<file path="src/verilog/ldm_pkg.sv">
// Package with register map, field layout and reset values for the bank
package ldm_pkg;
  localparam int ADDR_W = 10;
  localparam int DATA_W = 8;
  localparam int DC_W = 14;
  // Register offsets
  localparam logic [9:0] OVERRANGE_DETECT_CONTROL = 10'h104;
  localparam logic [9:0] COARSE_HIGH_LIMIT = 10'h105;
  localparam logic [9:0] FINE_HIGH_LIMIT_LOW = 10'h106;
  localparam logic [9:0] FINE_HIGH_LIMIT_HIGH = 10'h107;
  localparam logic [9:0] FINE_LOW_LIMIT_LOW = 10'h108;
  localparam logic [9:0] FINE_LOW_LIMIT_HIGH = 10'h109;
  localparam logic [9:0] GAIN_UP_DWELL_LOW = 10'h10a;
  localparam logic [9:0] GAIN_UP_DWELL_HIGH = 10'h10b;
  localparam logic [9:0] OFFSET_CORRECTION_CONTROL = 10'h10c;
  localparam logic [9:0] CHAN_A_OFFSET_LOW = 10'h10d;
  localparam logic [9:0] CHAN_A_OFFSET_HIGH = 10'h10e;
  localparam logic [9:0] CHAN_B_OFFSET_LOW = 10'h10f;
  localparam logic [9:0] CHAN_B_OFFSET_HIGH = 10'h110;
  localparam logic [9:0] MONITOR_SERIAL_OUT_CONTROL = 10'h111;
  // Writable field masks (open bits read zero)
  localparam logic [7:0] DETECT_CTRL_MASK = 8'h0f;
  localparam logic [7:0] COARSE_MASK = 8'h07;
  localparam logic [7:0] FINE_HIGH_MASK = 8'h1f;
  localparam logic [7:0] CORR_CTRL_MASK = 8'h7f;
  localparam logic [7:0] SERIAL_CTRL_MASK = 8'h7f;
  localparam logic [7:0] DC_HIGH_MASK = 8'h3f;
  // Reset values
  localparam logic [7:0] RESET_ZERO = 8'h00;
  localparam logic [7:0] SERIAL_CTRL_RESET = 8'h04;
  // Field positions
  localparam int DET_EN_BIT = 0;
  localparam int DET_MODE_LSB = 1;
  localparam int CORR_PATH_EN_BIT = 0;
  localparam int CORR_MON_EN_BIT = 1;
  localparam int CORR_BW_LSB = 2;
  localparam int CORR_FREEZE_BIT = 6;
  localparam int SER_OUT_EN_BIT = 0;
  localparam int SER_SLEEP_BIT = 1;
  localparam int SER_DIV_LSB = 2;
  localparam int SER_THR_EN_BIT = 4;
  localparam int SER_PEAK_EN_BIT = 5;
  localparam int SER_RMS_EN_BIT = 6;
endpackage

</file>
<file path="src/verilog/ldm_regs.sv">
// Overrange detect and DC monitor register bank, two channels
//
// Strobed register access was chosen for this implementation.
`timescale 1ns/10ps
module ldm_regs #(
  parameter int ADDR_W = ldm_pkg::ADDR_W,
  parameter int DC_W = ldm_pkg::DC_W
) (
  // Clock and reset
  input wire logic clock,
  input wire logic rstn,
  // Register port
  input wire logic [ADDR_W-1:0] addr,
  input wire logic [7:0] wdata,
  input wire logic wr,
  input wire logic rd,
  input wire logic chan_sel,
  output logic [7:0] rdata,
  // DC estimates from the monitor datapath, same clock
  input wire logic [DC_W-1:0] dc_est_a,
  input wire logic [DC_W-1:0] dc_est_b,
  // Overrange detect settings of both channels, {B, A}
  output logic [1:0] detect_enable,
  output logic [5:0] detect_mode,
  output logic [5:0] coarse_limit,
  output logic [25:0] fine_high_limit,
  output logic [25:0] fine_low_limit,
  output logic [31:0] gain_up_dwell,
  // Shared DC correction controls
  output logic [3:0] corr_bandwidth,
  output logic corr_path_enable,
  output logic corr_monitor_enable,
  output logic corr_freeze,
  // Monitor serial output port controls
  output logic serial_out_enable,
  output logic serial_clock_sleep,
  output logic [1:0] serial_clock_div,
  output logic serial_thresh_enable,
  output logic serial_peak_enable,
  output logic serial_rms_enable
);

  // Per-channel local registers; index 0 is channel A, 1 is channel B
  logic [7:0] det_ctrl [2];
  logic [7:0] coarse [2];
  logic [7:0] fine_hi_l [2];
  logic [7:0] fine_hi_h [2];
  logic [7:0] fine_lo_l [2];
  logic [7:0] fine_lo_h [2];
  logic [7:0] dwell_l [2];
  logic [7:0] dwell_h [2];
  // Global registers
  logic [7:0] corr_ctrl;
  logic [7:0] ser_ctrl;
  logic [7:0] next_rdata;
  // One-hot address selects; register selects drive the write path, estimate selects the read mux
  logic sel_det;
  logic sel_coarse;
  logic sel_fhi_l;
  logic sel_fhi_h;
  logic sel_flo_l;
  logic sel_flo_h;
  logic sel_dwell_l;
  logic sel_dwell_h;
  logic sel_corr;
  logic sel_ser;
  logic sel_dca_l;
  logic sel_dca_h;
  logic sel_dcb_l;
  logic sel_dcb_h;

  // True when addr hits the given offset
  function automatic logic hit(input logic [ADDR_W-1:0] a,
                               input logic [9:0] off);
    hit = (a == off);
  endfunction

  // Address decode; full 10-bit match so aliases never alias
  always_comb begin
    sel_det = hit(addr, ldm_pkg::OVERRANGE_DETECT_CONTROL);
    sel_coarse = hit(addr, ldm_pkg::COARSE_HIGH_LIMIT);
    sel_fhi_l = hit(addr, ldm_pkg::FINE_HIGH_LIMIT_LOW);
    sel_fhi_h = hit(addr, ldm_pkg::FINE_HIGH_LIMIT_HIGH);
    sel_flo_l = hit(addr, ldm_pkg::FINE_LOW_LIMIT_LOW);
    sel_flo_h = hit(addr, ldm_pkg::FINE_LOW_LIMIT_HIGH);
    sel_dwell_l = hit(addr, ldm_pkg::GAIN_UP_DWELL_LOW);
    sel_dwell_h = hit(addr, ldm_pkg::GAIN_UP_DWELL_HIGH);
    sel_corr = hit(addr, ldm_pkg::OFFSET_CORRECTION_CONTROL);
    sel_ser = hit(addr, ldm_pkg::MONITOR_SERIAL_OUT_CONTROL);
    // Estimate selects feed the read mux only
    sel_dca_l = hit(addr, ldm_pkg::CHAN_A_OFFSET_LOW);
    sel_dca_h = hit(addr, ldm_pkg::CHAN_A_OFFSET_HIGH);
    sel_dcb_l = hit(addr, ldm_pkg::CHAN_B_OFFSET_LOW);
    sel_dcb_h = hit(addr, ldm_pkg::CHAN_B_OFFSET_HIGH);
  end

  // Detect control and coarse limit of the channel picked by chan_sel
  always_ff @(posedge clock or negedge rstn) begin
    if (!rstn) begin
      for (int i = 0; i < 2; i++) begin
        det_ctrl[i] <= ldm_pkg::RESET_ZERO;
        coarse[i] <= ldm_pkg::RESET_ZERO;
      end
    end else if (wr) begin
      if (sel_det) begin
        det_ctrl[chan_sel] <= wdata & ldm_pkg::DETECT_CTRL_MASK;
      end
      if (sel_coarse) begin
        coarse[chan_sel] <= wdata & ldm_pkg::COARSE_MASK;
      end
    end
  end

  // Fine upper limit bytes; open bits masked so they read zero
  always_ff @(posedge clock or negedge rstn) begin
    if (!rstn) begin
      for (int i = 0; i < 2; i++) begin
        fine_hi_l[i] <= ldm_pkg::RESET_ZERO;
        fine_hi_h[i] <= ldm_pkg::RESET_ZERO;
      end
    end else if (wr) begin
      if (sel_fhi_l) begin
        fine_hi_l[chan_sel] <= wdata;
      end
      if (sel_fhi_h) begin
        fine_hi_h[chan_sel] <= wdata & ldm_pkg::FINE_HIGH_MASK;
      end
    end
  end

  // Fine lower limit bytes, same layout as the upper limit
  always_ff @(posedge clock or negedge rstn) begin
    if (!rstn) begin
      for (int i = 0; i < 2; i++) begin
        fine_lo_l[i] <= ldm_pkg::RESET_ZERO;
        fine_lo_h[i] <= ldm_pkg::RESET_ZERO;
      end
    end else if (wr) begin
      if (sel_flo_l) begin
        fine_lo_l[chan_sel] <= wdata;
      end
      if (sel_flo_h) begin
        fine_lo_h[chan_sel] <= wdata & ldm_pkg::FINE_HIGH_MASK;
      end
    end
  end

  // Dwell bytes; no latch, so a half-written count is seen briefly
  always_ff @(posedge clock or negedge rstn) begin
    if (!rstn) begin
      for (int i = 0; i < 2; i++) begin
        dwell_l[i] <= ldm_pkg::RESET_ZERO;
        dwell_h[i] <= ldm_pkg::RESET_ZERO;
      end
    end else if (wr) begin
      if (sel_dwell_l) begin
        dwell_l[chan_sel] <= wdata;
      end
      if (sel_dwell_h) begin
        dwell_h[chan_sel] <= wdata;
      end
    end
  end

  // Correction control; estimate offsets have no write path
  always_ff @(posedge clock or negedge rstn) begin
    if (!rstn) begin
      corr_ctrl <= ldm_pkg::RESET_ZERO;
    end else if (wr && sel_corr) begin
      corr_ctrl <= wdata & ldm_pkg::CORR_CTRL_MASK;
    end
  end

  // Serial output control; resets with the divide-by-2 setting
  always_ff @(posedge clock or negedge rstn) begin
    if (!rstn) begin
      ser_ctrl <= ldm_pkg::SERIAL_CTRL_RESET;
    end else if (wr && sel_ser) begin
      ser_ctrl <= wdata & ldm_pkg::SERIAL_CTRL_MASK;
    end
  end

  // Read mux; estimates sampled live so the latest value is returned
  always_comb begin
    next_rdata = ldm_pkg::RESET_ZERO;
    if (hit(addr, ldm_pkg::OVERRANGE_DETECT_CONTROL)) begin
      next_rdata = det_ctrl[chan_sel];
    end else if (hit(addr, ldm_pkg::COARSE_HIGH_LIMIT)) begin
      next_rdata = coarse[chan_sel];
    end else if (hit(addr, ldm_pkg::FINE_HIGH_LIMIT_LOW)) begin
      next_rdata = fine_hi_l[chan_sel];
    end else if (hit(addr, ldm_pkg::FINE_HIGH_LIMIT_HIGH)) begin
      next_rdata = fine_hi_h[chan_sel];
    end else if (hit(addr, ldm_pkg::FINE_LOW_LIMIT_LOW)) begin
      next_rdata = fine_lo_l[chan_sel];
    end else if (hit(addr, ldm_pkg::FINE_LOW_LIMIT_HIGH)) begin
      next_rdata = fine_lo_h[chan_sel];
    end else if (hit(addr, ldm_pkg::GAIN_UP_DWELL_LOW)) begin
      next_rdata = dwell_l[chan_sel];
    end else if (hit(addr, ldm_pkg::GAIN_UP_DWELL_HIGH)) begin
      next_rdata = dwell_h[chan_sel];
    end else if (hit(addr, ldm_pkg::OFFSET_CORRECTION_CONTROL)) begin
      next_rdata = corr_ctrl;
    end else if (sel_dca_l) begin
      next_rdata = dc_est_a[7:0];
    end else if (sel_dca_h) begin
      next_rdata = {2'b00, dc_est_a[13:8]};
    end else if (sel_dcb_l) begin
      next_rdata = dc_est_b[7:0];
    end else if (sel_dcb_h) begin
      next_rdata = {2'b00, dc_est_b[13:8]};
    end else if (hit(addr, ldm_pkg::MONITOR_SERIAL_OUT_CONTROL)) begin
      next_rdata = ser_ctrl;
    end
  end

  // Read data stands only in the cycle after the strobe
  always_ff @(posedge clock or negedge rstn) begin
    if (!rstn) begin
      rdata <= ldm_pkg::RESET_ZERO;
    end else if (rd) begin
      rdata <= next_rdata;
    end else begin
      rdata <= ldm_pkg::RESET_ZERO;
    end
  end

  // Registered detect settings for the datapath, {B, A}
  always_ff @(posedge clock or negedge rstn) begin
    if (!rstn) begin
      detect_enable <= '0;
      detect_mode <= '0;
      coarse_limit <= '0;
    end else begin
      for (int i = 0; i < 2; i++) begin
        detect_enable[i] <= det_ctrl[i][ldm_pkg::DET_EN_BIT];
        detect_mode[i*3 +: 3] <= det_ctrl[i][ldm_pkg::DET_MODE_LSB +: 3];
        coarse_limit[i*3 +: 3] <= coarse[i][2:0];
      end
    end
  end

  // Registered limits and dwell; bytes joined, no atomic update
  always_ff @(posedge clock or negedge rstn) begin
    if (!rstn) begin
      fine_high_limit <= '0;
      fine_low_limit <= '0;
      gain_up_dwell <= '0;
    end else begin
      for (int i = 0; i < 2; i++) begin
        fine_high_limit[i*13 +: 13] <= {fine_hi_h[i][4:0], fine_hi_l[i]};
        fine_low_limit[i*13 +: 13] <= {fine_lo_h[i][4:0], fine_lo_l[i]};
        gain_up_dwell[i*16 +: 16] <= {dwell_h[i], dwell_l[i]};
      end
    end
  end

  // Registered global control outputs
  always_ff @(posedge clock or negedge rstn) begin
    if (!rstn) begin
      corr_bandwidth <= '0;
      corr_path_enable <= 1'b0;
      corr_monitor_enable <= 1'b0;
      corr_freeze <= 1'b0;
    end else begin
      corr_bandwidth <= corr_ctrl[ldm_pkg::CORR_BW_LSB +: 4];
      corr_path_enable <= corr_ctrl[ldm_pkg::CORR_PATH_EN_BIT];
      corr_monitor_enable <= corr_ctrl[ldm_pkg::CORR_MON_EN_BIT];
      corr_freeze <= corr_ctrl[ldm_pkg::CORR_FREEZE_BIT];
    end
  end

  // Registered serial output controls
  always_ff @(posedge clock or negedge rstn) begin
    if (!rstn) begin
      serial_out_enable <= 1'b0;
      serial_clock_sleep <= 1'b0;
      serial_clock_div <= 2'b01;
      serial_thresh_enable <= 1'b0;
      serial_peak_enable <= 1'b0;
      serial_rms_enable <= 1'b0;
    end else begin
      serial_out_enable <= ser_ctrl[ldm_pkg::SER_OUT_EN_BIT];
      serial_clock_sleep <= ser_ctrl[ldm_pkg::SER_SLEEP_BIT];
      serial_clock_div <= ser_ctrl[ldm_pkg::SER_DIV_LSB +: 2];
      serial_thresh_enable <= ser_ctrl[ldm_pkg::SER_THR_EN_BIT];
      serial_peak_enable <= ser_ctrl[ldm_pkg::SER_PEAK_EN_BIT];
      serial_rms_enable <= ser_ctrl[ldm_pkg::SER_RMS_EN_BIT];
    end
  end

endmodule

</file>
<file path="config.mk">
export PLATFORM = sky130hd
export DESIGN_NAME = ldm_regs
export DESIGN_NICKNAME = d
export VERILOG_FILES = /design/src/verilog/ldm_pkg.sv /design/src/verilog/ldm_regs.sv
export SDC_FILE = /design/constraint.sdc
export NUM_CORES = 1
export LEC_CHECK = 0
export BUFFER_PORTS_ARGS = -buffer_cell sky130_fd_sc_hd__buf_2
export CORE_ASPECT_RATIO = 1.75
export CORE_MARGIN = 4
export CORE_UTILIZATION = 32
export DETAILED_ROUTE_END_ITERATION = 8
export GPL_ROUTABILITY_DRIVEN = 1
export PLACE_DENSITY_LB_ADDON = 0.1
export SLEW_MARGIN = 10
export SYNTH_ARGS = -nofsm -noshare
export SYNTH_HDL_FRONTEND = slang
export SYNTH_SLANG_ARGS = --single-unit
</file>
<file path="constraint.sdc">
create_clock -name clock -period 1.8 [get_ports clock]
set_input_delay 0.18 -clock clock [delete_from_list [all_inputs] [get_ports clock]]
set_output_delay 0.18 -clock clock [all_outputs]
set_load 0.05 [all_outputs]
</file>
======== Yosys cells after proc, flatten, opt, wreduce, memory -nomap -nowiden ========
Index checks and enable logic that the tools add are counted.
storage, ports and cells
  register bits ........................... 262
  bits in latches ......................... 0
  bits in writable memories ............... 0
  ROM bits ................................ 0
  input port bits ......................... 51
  output and inout bits ................... 120
  logic and storage cells ................. 112
  memories kept ........................... 0
operators by class
  $add $sub $neg .......................... 0
  multiply operators ...................... 0
  div/mod/pow operators ................... 0
  magnitude comparators ................... 2
  equal/unequal tests ..................... 14
  shift-type cells ........................ 0
  mux-type cells .......................... 49
  bitwise logic cells ..................... 1
  reductions and logical operators ........ 11
operator list
  operator                                                                      number
  8-bit two-way mux                                                             38
  10-bit by 9-bit == test with 1-bit output, second input constant              14
  16-bit bitwise mux                                                            8
  2-bit AND reduction                                                           8
  7-bit two-way mux                                                             2
  8-bit demux with 1-bit select                                                 1
  1-bit logical AND                                                             3
  2-bit >= comparator, second input constant                                    1
  2-bit by 1-bit less-than comparator with 1-bit output, second input constant  1
  1-bit inverter with 2-bit output                                              1

======== Logic depth before layout (Yosys ltp) ========
  depth in word-level cells ............... 16
  mapped depth ............................ 9
  gate-level depth less buffers ........... 6

======== Least setup slack after synthesis ========
Ideal clock, no wire load.
  kind .................................... input to register
  from .................................... input port addr[5]
  to ...................................... register det_ctrl[10] in the netlist's numbering
  setup time .............................. 125 ps
  arrival ................................. 1949 ps
  data required time ...................... 1675 ps
  slack ................................... -274 ps
  stages .................................. 7
  buffers on the path ..................... 2
  cells stage by stage .................... or4b_1 buf_2 or4_1 buf_2 nor2_8 nand2_4 mux2_4
on the way
  longest elaborated chain between the ends .. 2
ends and longest elaborated chain
  item                                       line             source
  start: declaration                         ldm_regs.sv:13   input wire logic [ADDR_W-1:0] addr,
  10-bit by 9-bit == test with 1-bit output  ldm_regs.sv:75   hit = (a == off);
  2-bit AND reduction (no source line)       n/a
  end signal: indexed assignment             ldm_regs.sv:101  det_ctrl[i] <= ldm_pkg::RESET_ZERO;
  end signal: indexed assignment             ldm_regs.sv:106  det_ctrl[chan_sel] <= wdata & ldm_pkg::DETECT_CTRL_MASK;
  end: declaration                           ldm_regs.sv:44   logic [7:0] det_ctrl [2];
No other way between the ends.
A chain may end at the register's enable or synchronous reset.

======== Final worst setup path ========
  from .................................... input port addr[1]
  to ...................................... register rdata[1]
on the way
  longest elaborated chain between the ends .. 16
  elaborated cells on any way between the ends .. 29
  classes of those cells .................. 14 x eq/ne; 15 x mux
ends and longest elaborated chain
  item                                       line             source
  10-bit by 9-bit == test with 1-bit output  ldm_regs.sv:75
  7-bit two-way mux                          ldm_regs.sv:212  end else if (hit(addr, ldm_pkg::MONITOR_SERIAL_OUT_CONTROL)) begin
  7-bit two-way mux                          ldm_regs.sv:210  end else if (sel_dcb_h) begin
  8-bit two-way mux                          ldm_regs.sv:208  end else if (sel_dcb_l) begin
  8-bit two-way mux                          ldm_regs.sv:206  end else if (sel_dca_h) begin
  8-bit two-way mux                          ldm_regs.sv:204  end else if (sel_dca_l) begin
  8-bit two-way mux                          ldm_regs.sv:202  end else if (hit(addr, ldm_pkg::OFFSET_CORRECTION_CONTROL)) begin
  8-bit two-way mux                          ldm_regs.sv:200  end else if (hit(addr, ldm_pkg::GAIN_UP_DWELL_HIGH)) begin
  8-bit two-way mux                          ldm_regs.sv:198  end else if (hit(addr, ldm_pkg::GAIN_UP_DWELL_LOW)) begin
  8-bit two-way mux                          ldm_regs.sv:196  end else if (hit(addr, ldm_pkg::FINE_LOW_LIMIT_HIGH)) begin
  8-bit two-way mux                          ldm_regs.sv:194  end else if (hit(addr, ldm_pkg::FINE_LOW_LIMIT_LOW)) begin
  8-bit two-way mux                          ldm_regs.sv:192  end else if (hit(addr, ldm_pkg::FINE_HIGH_LIMIT_HIGH)) begin
  8-bit two-way mux                          ldm_regs.sv:190  end else if (hit(addr, ldm_pkg::FINE_HIGH_LIMIT_LOW)) begin
  8-bit two-way mux                          ldm_regs.sv:188  end else if (hit(addr, ldm_pkg::COARSE_HIGH_LIMIT)) begin
  8-bit two-way mux (*)                      ldm_regs.sv:186  if (hit(addr, ldm_pkg::OVERRANGE_DETECT_CONTROL)) begin
  8-bit two-way mux (*)                      ldm_regs.sv:221  end else if (rd) begin
  end signal: assignment                     ldm_regs.sv:220  rdata <= ldm_pkg::RESET_ZERO;
  end signal: assignment                     ldm_regs.sv:222  rdata <= next_rdata;
  end signal: assignment                     ldm_regs.sv:224  rdata <= ldm_pkg::RESET_ZERO;
  end: declaration                           ldm_regs.sv:18   output logic [7:0] rdata,
Every way passes the cells marked *; elsewhere a longest branch is shown, timed or not.

==> results.json <==
{
  "die_area_mm2": 0.0307,
  "syn_nets": 660,
  "worst_ep_required_time_ps": 2270,
  "max_freq_mhz": 621,
  "synth_top_area_share_pct": 64.5,
  "finalSetupViolations": 0,
  "p_switching_mw": 2.58,
  "hpwl_mm": 20.6,
  "cts_resized": 0,
  "seqPwrFrac_pct": 48.9,
  "rsz0062_at_grt": "false",
  "combPwrFrac_pct": 6.4,
  "powerDensity_mw_per_mm2": 917,
  "core_mm2": 0.0274,
  "finalNetCount": 921,
  "clkTransAtPathRegs_ps": 70,
  "endpoint_kind": "register",
  "clock_sinks": 232,
  "antenna_found_initial": 0,
  "ant_nets": 0,
  "hp-start": "wdata[7]",
  "cts-root-buf": "clkbuf_16",
  "detail_route.wl_per_cell_um": 21.7,
  "cellLeakagePower_nw": 6.28,
  "synth_edf_count": 0,
  "cap_violations": 0,
  "synth.area.top_cells": "dfrtp_1 64%, mux2_2 14%, mux2i_1 4.4%",
  "initial_core_util_pct": 32.6,
  "internal_power_mw": 8.22,
  "synth_most_common_cell": "dfrtp_1",
  "status": "complete, no violations",
  "ys.flop_type": "dfrtp_1",
  "die_w_um": 134,
  "ys_async_sr_fraction_pct": 100,
  "switching_share_pct": 23.9,
  "yosysWarningCount": 0,
  "finalInstanceArea_mm2": 0.0118,
  "crit_path_start": "addr[1]",
  "ys_ff_latch": 232,
  "worstMarginPinSlew_ps": 441,
  "final_cells": 1256,
  "synth_area_per_cell_um2": 14.7,
  "ys_seq_area_share_pct": 65.0,
  "diodes": 0,
  "max_slew_margin_pct": 70.6,
  "fin_ws_ps": 188,
  "place_area_mm2": 0.0110,
  "gp_congestion": 0.877,
  "post-cts-setup-buffers": 0,
  "drive_gt1_share_pct": 51.0,
  "synthCells": 609,
  "yosysUniqueCellTypes": 60,
  "hp-class": "in -> reg",
  "dp_slack_ps": -328,
  "ios": 171,
  "crit_type": "in -> reg",
  "overflow": 0,
  "netlist.top_cell.by_area": "dfrtp_1",
  "peakVddDrop_uv": 690,
  "maxSlewViolCount": 0,
  "syn2layout_area_growth_pct": 31.8,
  "first_iter_violations": 327,
  "drc": 0,
  "finalHoldViolCount": 0,
  "path_max_fanout": 3,
  "finalClockSkew_ps": 9.79,
  "grt_max_degree": 64,
  "synth_commonest_cells": "230 x dfrtp_1, 114 x mux2_2, 39 x mux2i_1, 20 x clkbuf_1, 20 x nor2_1",
  "port_buffers": 170,
  "period_minus_slack_ps": 1610,
  "clk_path_buf_depth": 3,
  "setup_tns_ps": 0,
  "num_vias": 6076,
  "grt_first_pass_wirelength_mm": 41.3,
  "cp.arrival_ps": 2080,
  "period_share_pct": 89.5,
  "r2r_start": "fine_hi_l[9]",
  "grt_util_all_layers_pct": 17.6,
  "synth.cell_area_mm2": 0.00893,
  "nFillCells": 2653,
  "cts-buffers-inserted": 23,
  "chipHeight_um": 229,
  "cts_max_level": 1,
  "grt_pass1_vias": 6637,
  "startpoint_type": "primary input",
  "cts_tree": "yes",
  "clock_latency_ps": 530,
  "avgViaCountPerCell": 4.84,
  "p_clk_share_pct": 44.7,
  "firstDrtPassIters": 4,
  "postRouteWirelength_mm": 27.2,
  "rows": 80,
  "dp.cells": 1212
}
==> stage by stage <==
| stage | power [mW] | hold slack, ps | utilization [%] |
|---|---|---|---|
| 3_5_place_dp | 6.08 | 116 | 40.1 |
| 4_1_cts | 10.9 | 32.2 | 42.9 |
| 5_1_grt | 11.2 | 47.2 | 42.9 |
| 2_1_floorplan | 5.67 | -116 | - |
| 6_report | 10.8 | 38.1 | 42.9 |
| 3_3_place_gp | 6.07 | 107 | 40.1 |
==> state kept, by name, indices dropped and copies added, names as in the netlist, 8 cells and up <==
signal           flops
dwell_l             16
fine_low_limit      26
det_ctrl             8
dwell_h             16
fine_high_limit     26
fine_hi_l           16
fine_lo_h           10
fine_hi_h           10
gain_up_dwell       32
fine_lo_l           16
rdata                8
==> area by class of cell <==
type | instances | area, µm² | share of cell area (%)
clock buffers | 28 | 604 | 5.14
clock inverters | 14 | 153 | 1.30
inverters | 3 | 11.3 | 0.0957
multi-input cells | 340 | 3010 | 25.6
flip-flops and latches | 232 | 5810 | 49.4
well taps | 369 | 462 | 3.92
repair buffers | 270 | 1720 | 14.6
==> logic make-up after synthesis <==
group,synth area share (%)
multiplexers,21.4
buffers and inverters,1.68
AO/OA/AOI/OAI,6.05
flip-flops,65.0
AND/OR/NAND/NOR,5.87
==> metal layers <==
metal	up-vias	wire length [µm]	global-route usage [%]
met5	-	0	0
met4	0	854	6.40
met3	37	1080	2.66
met2	177	15100	33.0
met1	3132	10300	20.1
li1	2730	-	-
==> power by group through the flow <==
stage	Sequential [mW]	Combinational (mW)	Clock, mW
after global placement	5.38	0.688	0
after global routing	5.29	0.748	5.15
after floorplan	5.46	0.216	0
final	5.28	0.692	4.82
after detailed placement	5.38	0.700	0
after CTS	5.28	0.705	4.96
==> timing repair <==
action,in CTS,in global routing
hold buffers,2,0
endpoints found under the setup margin,0,0
hold endpoints to repair,223,0
==> path summary, 6_finish.rpt <==
| kind | to | slack (ps) | cells after the start |
|---|---|---|---|
| setup / recovery | rdata[1] | 190 | 7 |
| hold / removal | dwell_h[15] | 40 | 2 |
| setup reg to reg | rdata[1] | 240 | 4 |
| hold reg to reg | serial_clock_div[0] | 380 | 0 |
| max in group asynchronous | fine_high_limit[15] | 960 | 3 |
| min in group asynchronous | gain_up_dwell[1] | 160 | 2 |
==> critical path, stage by stage <==
cell	delay, ps
buf_2	100
or4b_2	740
or3_1	380
o22ai_1	180
o21ai_0	120
a31oi_1	180
o221a_2	200
==> layout by cell type, fill, tap and decap left out, types with 4 or more instances in the layout <==
cell type   Yosys  final
clkinvlp_4      0      4
buf_2           9    169
mux4_2          5      5
nand3_1         8      8
nand2_1        18     17
mux2_2        114    114
o21ai_0        14     14
clkbuf_16       0     23
a21oi_1        17     17
nor2b_1         8      8
buf_4           0     90
dfrtp_1       230    230
nand2b_1        6      6
clkinv_2        0      4
mux2_4          8      8
mux2i_1        39     39
clkbuf_1       20      4
nor3_1          8      8
o22ai_1        10     10
nor2_1         20     19
buf_12          0      8
No activity file was read; power rests on OpenSTA's default activity.
